### config.mk
export PLATFORM = sky130hd
export DESIGN_NAME = ccl_top
export DESIGN_NICKNAME = d
export VERILOG_FILES = /design/src/hw/ccl_pkg.sv /design/src/hw/ccl_sync.sv /design/src/hw/ccl_top.sv
export SDC_FILE = /design/constraint.sdc
export NUM_CORES = 1
export LEC_CHECK = 0
export BUFFER_PORTS_ARGS = -buffer_cell sky130_fd_sc_hd__clkbuf_2
export CAP_MARGIN = 20
export CORE_MARGIN = 2
export CORE_UTILIZATION = 44
export CTS_BUF_LIST = sky130_fd_sc_hd__clkbuf_16
export CTS_CLUSTER_DIAMETER = 100
export DETAILED_ROUTE_END_ITERATION = 10
export PLACE_DENSITY = 0.81
export SYNTH_ARGS = -nofsm -noshare
export SYNTH_HDL_FRONTEND = slang
export SYNTH_SLANG_ARGS = --single-unit
### constraint.sdc
create_clock -name clk -period 3.05 [get_ports clk]
set_clock_uncertainty 0.05 [all_clocks]
set_input_delay 0.1525 -clock clk [delete_from_list [all_inputs] [get_ports clk]]
set_output_delay 0.1525 -clock clk [all_outputs]
set_load 0.03 [all_outputs]
### src/hw/ccl_pkg.sv
// package: register map, field positions and shared types of the comparator control logic
package ccl_pkg;

    // ************************************************************
    // register offsets
    // ************************************************************
    localparam logic [7:0] CCL_OFS_CMP_CTRL = 8'h50;
    localparam logic [7:0] CCL_OFS_CONV_B = 8'h7b;
    localparam logic [7:0] CCL_OFS_PIN_DIS = 8'h7f;
    localparam logic [7:0] CCL_OFS_CONV_A = 8'h7a;
    localparam logic [7:0] CCL_OFS_CHAN_SEL = 8'h7c;

    // ************************************************************
    // field positions
    // ************************************************************
    localparam int CCL_B_POWER_OFF = 7;
    localparam int CCL_B_BANDGAP = 6;
    localparam int CCL_B_RESULT = 5;
    localparam int CCL_B_IRQ_FLAG = 4;
    localparam int CCL_B_IRQ_EN = 3;
    localparam int CCL_B_CAPTURE = 2;
    localparam int CCL_B_MODE_HI = 1;
    localparam int CCL_B_MODE_LO = 0;
    localparam int CCL_B_MUX_EN = 6;
    localparam int CCL_B_CONV_EN = 7;
    localparam int CCL_B_NEG_OFF = 1;
    localparam int CCL_B_POS_OFF = 0;

    // ************************************************************
    // reset values and masks
    // ************************************************************
    localparam logic [7:0] CCL_RST_BYTE = 8'h00;
    localparam logic [7:0] CCL_CONV_B_MASK = 8'h47;
    localparam logic [7:0] CCL_PIN_DIS_MASK = 8'h03;
    localparam logic [7:0] CCL_CHAN_SEL_MASK = 8'h07;

    // ************************************************************
    // types
    // ************************************************************
    typedef enum logic [1:0] {
        CCL_MODE_TOGGLE = 2'b00,
        CCL_MODE_RESERVED = 2'b01,
        CCL_MODE_FALL = 2'b10,
        CCL_MODE_RISE = 2'b11
    } ccl_mode_t;

    typedef struct packed {
        logic [7:0] addr;
        logic [7:0] wdata;
        logic wr;
        logic rd;
    } ccl_bus_req_t;

    typedef struct packed {
        logic bandgap_sel;
        logic neg_from_channel;
        logic [2:0] channel;
        logic power_off;
    } ccl_analog_ctrl_t;

endpackage : ccl_pkg

### src/hw/ccl_sync.sv
// two-stage synchroniser for one level
module ccl_sync (
    input wire logic clk,
    input wire logic reset,
    input wire logic async_in,
    output logic sync_out
);
    logic meta_q;

    // reset state is a constant; first stage feeds only the second
    always_ff @(posedge clk or posedge reset) begin
        if (reset) begin
            meta_q <= 1'b0;
            sync_out <= 1'b0;
        end else begin
            meta_q <= async_in;
            sync_out <= meta_q;
        end
    end
endmodule : ccl_sync

### src/hw/ccl_top.sv
// comparator control logic: registers, input selection, result sync, events
//
// How it works
// - result is high when selected positive input exceeds selected negative input
// - mux enable set, converter off: channel select picks negative input channel
// - mux enable clear or converter on: dedicated negative pin is used
// - mux enable at bit 6 of control b; bits 7 and 5..3 read zero
// - power-off bit 7 switches comparator power off, settable any time
// - bandgap select bit 6 feeds bandgap to positive input, else pin
// - raw result passes a synchroniser before the read-only result bit
// - interrupt flag bit 4 sets on the event chosen by mode bits
// - flag clears when vector is taken or software writes one
// - request only while enable bit 3 and global enable are both one
// - capture-routing bit 2 connects result to timer capture front end
// - capture-routing clear keeps result away from timer capture
// - mode 00 toggle, 10 falling, 11 rising, 01 reserved
// - timer noise canceler and edge select act on routed result
// - pin input disable bits turn buffers off; port bits read zero
// - disable register bits 7..2 read zero
// - converter enable bit 7 of control a, when clear, is the converter-off condition
module ccl_top #(
    parameter int SYNC_STAGES = 2
) (
    input wire logic clk,
    input wire logic reset,
    input wire logic [7:0] reg_addr,
    input wire logic [7:0] reg_wdata,
    input wire logic reg_wr,
    input wire logic reg_rd,
    output logic [7:0] reg_rdata,
    input wire logic comparator_raw,
    input wire logic global_irq_enable,
    input wire logic irq_vector_taken,
    input wire logic positive_pin_digital,
    input wire logic negative_pin_digital,
    output logic comparator_irq_request,
    output logic capture_trigger,
    output logic capture_route_active,
    output logic bandgap_positive_select,
    output logic neg_from_channel,
    output logic [2:0] channel_select,
    output logic comparator_power_off,
    output logic positive_pin_port_bit,
    output logic negative_pin_port_bit,
    output logic positive_pin_buffer_off,
    output logic negative_pin_buffer_off
);

    // elaboration check: the synchroniser is fixed at two stages
    if (SYNC_STAGES != 2) begin : g_bad_stages
        $error("ccl_top: only a two-stage synchroniser is supported");
    end

    // ************************************************************
    // registers
    // ************************************************************
    ccl_pkg::ccl_bus_req_t req;
    logic [7:0] cmp_ctrl_q;
    logic [7:0] conv_b_q;
    logic [7:0] pin_dis_q;
    logic [7:0] conv_a_q;
    logic [7:0] chan_sel_q;
    logic irq_flag_q;
    logic result_sync;
    logic result_prev_q;
    logic event_hit;
    logic [7:0] rdata_q;

    assign req = '{addr: reg_addr, wdata: reg_wdata, wr: reg_wr, rd: reg_rd};

    function automatic logic hit(input ccl_pkg::ccl_bus_req_t r, input logic [7:0] ofs);
        hit = r.wr && (r.addr == ofs);
    endfunction : hit

    // writable control bits of the comparator register; flag and result live apart
    always_ff @(posedge clk or posedge reset) begin
        if (reset) begin
            cmp_ctrl_q <= ccl_pkg::CCL_RST_BYTE;
        end else if (hit(req, ccl_pkg::CCL_OFS_CMP_CTRL)) begin
            cmp_ctrl_q <= req.wdata;
        end
    end

    always_ff @(posedge clk or posedge reset) begin
        if (reset) begin
            conv_b_q <= ccl_pkg::CCL_RST_BYTE;
        end else if (hit(req, ccl_pkg::CCL_OFS_CONV_B)) begin
            conv_b_q <= req.wdata & ccl_pkg::CCL_CONV_B_MASK;
        end
    end

    always_ff @(posedge clk or posedge reset) begin
        if (reset) begin
            pin_dis_q <= ccl_pkg::CCL_RST_BYTE;
        end else if (hit(req, ccl_pkg::CCL_OFS_PIN_DIS)) begin
            pin_dis_q <= req.wdata & ccl_pkg::CCL_PIN_DIS_MASK;
        end
    end

    always_ff @(posedge clk or posedge reset) begin
        if (reset) begin
            conv_a_q <= ccl_pkg::CCL_RST_BYTE;
        end else if (hit(req, ccl_pkg::CCL_OFS_CONV_A)) begin
            conv_a_q <= req.wdata;
        end
    end

    always_ff @(posedge clk or posedge reset) begin
        if (reset) begin
            chan_sel_q <= ccl_pkg::CCL_RST_BYTE;
        end else if (hit(req, ccl_pkg::CCL_OFS_CHAN_SEL)) begin
            chan_sel_q <= req.wdata & ccl_pkg::CCL_CHAN_SEL_MASK;
        end
    end

    // ************************************************************
    // analog input selection
    // ************************************************************
    ccl_pkg::ccl_analog_ctrl_t actl;

    always_comb begin
        actl.bandgap_sel = cmp_ctrl_q[ccl_pkg::CCL_B_BANDGAP];
        actl.neg_from_channel = conv_b_q[ccl_pkg::CCL_B_MUX_EN]
            && !conv_a_q[ccl_pkg::CCL_B_CONV_EN];
        actl.channel = chan_sel_q[2:0];
        actl.power_off = cmp_ctrl_q[ccl_pkg::CCL_B_POWER_OFF];
    end

    assign bandgap_positive_select = actl.bandgap_sel;
    assign neg_from_channel = actl.neg_from_channel;
    assign channel_select = actl.channel;
    assign comparator_power_off = actl.power_off;

    // ************************************************************
    // result synchroniser and edge detection
    // ************************************************************
    // the core drives comparator_raw high when positive exceeds negative
    ccl_sync u_sync (
        .clk(clk),
        .reset(reset),
        .async_in(comparator_raw),
        .sync_out(result_sync)
    );

    always_ff @(posedge clk or posedge reset) begin
        if (reset) begin
            result_prev_q <= 1'b0;
        end else begin
            result_prev_q <= result_sync;
        end
    end

    // event match per mode
    always_comb begin
        unique case (ccl_pkg::ccl_mode_t'(cmp_ctrl_q[ccl_pkg::CCL_B_MODE_HI:ccl_pkg::CCL_B_MODE_LO]))
            ccl_pkg::CCL_MODE_TOGGLE: event_hit = result_sync != result_prev_q;
            ccl_pkg::CCL_MODE_RESERVED: event_hit = 1'b0;
            ccl_pkg::CCL_MODE_FALL: event_hit = !result_sync && result_prev_q;
            ccl_pkg::CCL_MODE_RISE: event_hit = result_sync && !result_prev_q;
        endcase
    end

    // ************************************************************
    // interrupt flag and request
    // ************************************************************
    // set wins over a clear in the same cycle
    always_ff @(posedge clk or posedge reset) begin
        if (reset) begin
            irq_flag_q <= 1'b0;
        end else if (event_hit) begin
            irq_flag_q <= 1'b1;
        end else if (irq_vector_taken
            || (hit(req, ccl_pkg::CCL_OFS_CMP_CTRL) && req.wdata[ccl_pkg::CCL_B_IRQ_FLAG])) begin
            irq_flag_q <= 1'b0;
        end
    end

    assign comparator_irq_request = irq_flag_q && cmp_ctrl_q[ccl_pkg::CCL_B_IRQ_EN]
        && global_irq_enable;

    // ************************************************************
    // timer capture routing
    // ************************************************************
    // timer front end applies its own noise canceler and edge select
    assign capture_route_active = cmp_ctrl_q[ccl_pkg::CCL_B_CAPTURE];
    assign capture_trigger = capture_route_active && result_sync;

    // ************************************************************
    // pin input buffers
    // ************************************************************
    assign positive_pin_buffer_off = pin_dis_q[ccl_pkg::CCL_B_POS_OFF];
    assign negative_pin_buffer_off = pin_dis_q[ccl_pkg::CCL_B_NEG_OFF];
    assign positive_pin_port_bit = positive_pin_digital && !positive_pin_buffer_off;
    assign negative_pin_port_bit = negative_pin_digital && !negative_pin_buffer_off;

    // ************************************************************
    // read path
    // ************************************************************
    always_ff @(posedge clk or posedge reset) begin
        if (reset) begin
            rdata_q <= ccl_pkg::CCL_RST_BYTE;
        end else if (req.rd) begin
            unique case (req.addr)
                ccl_pkg::CCL_OFS_CMP_CTRL: begin
                    rdata_q <= cmp_ctrl_q;
                    rdata_q[ccl_pkg::CCL_B_RESULT] <= result_sync;
                    rdata_q[ccl_pkg::CCL_B_IRQ_FLAG] <= irq_flag_q;
                end
                ccl_pkg::CCL_OFS_CONV_B: rdata_q <= conv_b_q;
                ccl_pkg::CCL_OFS_PIN_DIS: rdata_q <= pin_dis_q;
                ccl_pkg::CCL_OFS_CONV_A: rdata_q <= conv_a_q;
                ccl_pkg::CCL_OFS_CHAN_SEL: rdata_q <= chan_sel_q;
                default: rdata_q <= ccl_pkg::CCL_RST_BYTE;
            endcase
        end else begin
            rdata_q <= ccl_pkg::CCL_RST_BYTE;
        end
    end

    assign reg_rdata = rdata_q;

endmodule : ccl_top

* After elaboration in Yosys (flattened, before gate mapping) *
Index checks and enable logic that the tools add are counted.

storage, ports and cells
  output and inout port bits = 21
  word-level logic and storage cells = 46
  input bits = 25
  register bits after elaboration = 37

operators by class
  muxes and demuxes = 5
  reduce and logical (&&, ||, !) cells = 22
  eq/ne operators = 9

operators by type and width
  kind                                           number
  == test 8 x 7 -> 1 bit, second input constant  5
  case mux 8 bit (5 select lines)                1
  logical AND 1 bit                              14
  2-to-1 mux 8 bit                               1
  logical NOT 1 bit                              5
  == test 2 bit, second input constant           2
  case mux 1 bit (4 select lines)                1
  == test 2 x 1 -> 1 bit, second input constant  1
  logical NOT 2 bit                              1
  2-to-1 mux 1 bit                               2
  nonzero test 2 bit                             1
  logical OR 1 bit                               1
  inequality test 1 bit                          1

* Depth between registers and ports, before layout *
  word-level depth = 6
  depth in mapped cells = 6

* By module *
Synthesis repeated with hierarchy kept, for this count alone.

unflattened totals
  cells, all modules = 134
  area, all modules = 1662.8 um^2

by module, submodules not included
  module    area each (um^2)  cells an instance  instances
  ccl_top   1609.0            131                1
  ccl_sync  53.8              3                  1

* Worst setup path before layout *
Ideal clock, no wire load.

  kind = input -> register
  from = in reg_addr[7]
  to = reg conv_b_q[0]
  setup slack = 1.526 ns
  arrival time = 1.349 ns
  cell stages on the path = 4
  cell sequence = nand3b_2 -> or2_1 -> nor3_4 -> mux2_2

between the ends
  cells in the longest elaborated chain, start to end = 2

ends and longest elaborated chain
  item                    line           source
  start: declaration      ccl_top.sv:26  input wire logic [7:0] reg_addr,
  == test 8 x 7 -> 1 bit  ccl_top.sv:72  hit = r.wr && (r.addr == ofs);
  logical AND 1 bit       ccl_top.sv:72
  end signal: assignment  ccl_top.sv:86  conv_b_q <= ccl_pkg::CCL_RST_BYTE;
  end signal: assignment  ccl_top.sv:88  conv_b_q <= req.wdata & ccl_pkg::CCL_CONV_B_MASK;
  end: declaration        ccl_top.sv:59  logic [7:0] conv_b_q;

No other way between the ends.
A chain may end at the register's enable or synchronous reset.

* Worst setup path after layout *
  from = in reg_addr[7]
  to = reg cmp_ctrl_q[3]

between the ends
  cells in the longest elaborated chain, start to end = 2

ends and longest elaborated chain
  item                    line           source
  == test 8 x 7 -> 1 bit  ccl_top.sv:72
  logical AND 1 bit       ccl_top.sv:72
  end signal: assignment  ccl_top.sv:78  cmp_ctrl_q <= ccl_pkg::CCL_RST_BYTE;
  end signal: assignment  ccl_top.sv:80  cmp_ctrl_q <= req.wdata;
  end: declaration        ccl_top.sv:58  logic [7:0] cmp_ctrl_q;

No other way between the ends.

==> qor.csv <==
stage;metric;value;unit
run_status;status;complete, no violations;
synthesis;top cells by area, synth;dfrtp_1, mux2_2, a22oi_1;
floorplanning;Starting Density;45.0;%
floorplanning;DIE WIDTH;64.8;um
placement;I/O Buffers;45;
floorplanning;row cnt;22;
cells_and_area;final core occ;57.9;%
power;Peak supply drop;0.000431;V
clocking;Sink Count;35;
cells_and_area;area of the multi-input gates;717;um2
cells_and_area;Final Net Count;209;
clocking;TritonCTS clock tree;yes;
synthesis;sequential area share after synthesis;53.9;%
cells_and_area;share of layout cells above drive strength 1;48.1;%
run;max-cap violation count;0;
timing;Min Clock Period, post-route;1.46;ns
power;pwr/cell area;556;nW/um2
worst_setup_path;Worst setup SP type;input port;
floorplanning;Die Ht;64.8;um
placement;Final GP Congestion;0.847;
clocking;CTS Buffer Depth;2;
synthesis;Synth area leader;dfrtp_1;
timing;Worst slew margin;61.2;%
clocking;worst skew pair latency;0.28;ns
drt;DR pass1 iterations;4;
synthesis;synthesized area;1620;um2
grt;largest net degree at the start of global routing;36;
cells_and_area;commonest non-fill, non-tap cell in the layout;clkbuf_2;
grt;total track usage;18.3;%
placement;Post-DP HPWL;2.37;mm
drt;routed vias/inst;5.32;
worst_setup_path;Crit. End Element;flip-flop;
worst_setup_path;Critical Path AT;1.57;ns
grt;antenna violations before repair;0;
clocking;Clock transition at path regs;0.05;ns
drt;wire length per cell;14.1;um
synthesis;post-synthesis cell type count;36;
worst_setup_path;critical path fanouts, max;8;
synthesis;Seq cells post-synth;35;
synthesis;area share of the largest cell type after synthesis;53.9;%
cells_and_area;n_diodes;0;
drt;Total Wirelength;3.26;mm
cells_and_area;commonest non-fill, non-tap cells in the layout;clkbuf_2, dfrtp_1, mux2_2;
floorplanning;core area;3610;um2
cells_and_area;P&R area growth vs syn;28.6;%
synthesis;post-synthesis cell count;129;
drt;antenna viol nets, final;0;
synthesis;Avg Inst Size Synth;12.6;um2
drt;post-detailed-route DRC marker count;0;
timing;Final period util;47.8;%
timing;fmax;0.686;GHz
timing;Max Slew Vio Count;0;
worst_setup_path;Critical Path RT;3.16;ns
grt;vias in the first global route;1236;
synthesis;count of yosys warnings during synthesis;0;
worst_setup_path;CP peak stage delay;0.38;ns
floorplanning;I/O pin cnt;46;
grt;global-route wire length before repair;5.64;mm
clocking;CTS root buffer;clkbuf_16;
timing;Slew @ Worst Pin;0.577;ns
grt;total grt overflow;0;
worst_setup_path;worst-path cell chain;clkbuf_2 > nand3b_2 > nor3_2 > nand3_1 > mux2_2;
worst_setup_path;kind of critical path;in -> reg;
worst_setup_path;CP max-delay cell;mux2_2;
clocking;H-tree depth;2;
timing;setup TNS;0;ns
timing;RSZ-0062 raised after global routing;no;
power;P_leak;1.05;nW
drt;total vias in the final route;1228;
timing;final hold violation count;0;
worst_hold_path;Hold Path Class;in -> reg;
floorplanning;DIE AREA;4190;um2
clocking;CTS buffer count;5;
timing;Final setup violation count;0;
drt;DR iter-0 viols;87;
synthesis;Syn Nets;156;
cells_and_area;register area;876;um2
cells_and_area;# fillers;295;
clocking;post-cts resize count;0;
worst paths after layout:
check,startpoint,to,slack (ns),depth (start not counted)
max,reg_addr[7],cmp_ctrl_q[3]$_DFFE_PP0N_,1.59,5
min reg2reg,u_sync.meta_q$_DFF_PP0_,u_sync.sync_out$_DFF_PP0_,0.30,0
min,reg_wdata[5],conv_a_q[5]$_DFFE_PP0P_,0.06,2
max in group asynchronous,reset,chan_sel_q[0]$_DFFE_PP0P_,2.21,4
max reg2reg,u_sync.sync_out$_DFF_PP0_,irq_flag_q$_DFFE_PP0P_,1.63,6
min in group asynchronous,reset,reg_rdata[2]$_DFF_PP0_,0.44,4
per-stage QoR:
stage	setup WS, ns	instances	hold slack, ns	cell area [um2]	power (W)
after floorplan	1.53	129	0.134	1620	0.000563
after global placement	1.32	221	0.194	1900	0.000603
after detailed placement	1.31	221	0.197	1900	0.000605
after CTS	1.60	231	0.0626	2090	0.00117
after global routing	1.46	231	0.0667	2090	0.00121
final	1.59	231	0.0632	2090	0.00116
critical path: cells and delay by family:
kind | cells | cell delay [ns]
multiplexers | 1 | 0.38
buffers and inverters | 1 | 0.07
AND/OR/NAND/NOR | 3 | 0.96
cell families after synthesis:
logic type | after synthesis | share of synthesized area, %
buffers and inverters | 7 | 1.93
adders and majority gates | 2 | 1.54
DFF | 35 | 53.9
and+or+nand+nor | 40 | 15.7
muxes | 27 | 18.6
AOI/OAI and AO/OA | 18 | 8.32
flip-flops by register name (all words and copies together), names as in the netlist:
signal / cells
chan_sel_q: 3
cmp_ctrl_q: 6
conv_a_q: 8
conv_b_q: 4
irq_flag_q: 1
pin_dis_q: 2
reg_rdata: 8
result_prev_q: 1
u_sync.meta_q: 1
u_sync.sync_out: 1
per-layer routing:
| metal | share of wire [%] | GRT usage [%] |
|---|---|---|
| met2 | 49 | 28.9 |
| met1 | 42 | 21.5 |
| met4 | 3.3 | 11.4 |
| met5 | 0 | 0 |
| met3 | 5.8 | 5.90 |
cells in the mapped netlist:
cell / instances
o21ai_0: 1
mux2_2: 25
nand2_2: 1
mux2i_1: 2
nor3_1: 2
nand2_1: 4
nand3_1: 5
a22oi_1: 5
and3_1: 2
nor3_2: 1
nor2b_1: 3
a21oi_1: 5
or3_1: 2
nand3b_2: 1
a22o_1: 2
a2111oi_2: 1
or4_1: 1
nor4_2: 1
buf_4: 1
nor4_1: 1
nand3_2: 1
o21ai_2: 1
buf_2: 1
a2bb2oi_1: 1
a31o_2: 1
dfrtp_1: 35
or2_1: 1
nor4_4: 1
nand4_1: 1
nor3_4: 1
nor2_1: 9
and2b_1: 1
ha_1: 2
a221oi_1: 1
inv_1: 5
and2_1: 1
area by class of cell:
type / instances / area share, %
clock buffers: 5 / 5.99
clock inverters: 3 / 1.86
inverters: 5 / 0.899
multi-input cells: 87 / 34.3
flip-flops and latches: 35 / 41.9
well taps: 48 / 2.88
repair buffers: 48 / 12.1
where the power goes:
group	total, W	internal (W)	switching (W)
logic	0.000103	0.0000416	0.0000610
registers	0.000497	0.000483	0.0000143
clock network	0.000560	0.000380	0.000180
total	0.00116	0.000905	0.000256
repair_timing:
action / 4_1_cts / 5_1_grt
buffers inserted: 0 / 0
endpoints found under the hold margin: 36 / 0
hold buffers: 2 / 0
Note: power is estimated with default switching activity, not from simulation.
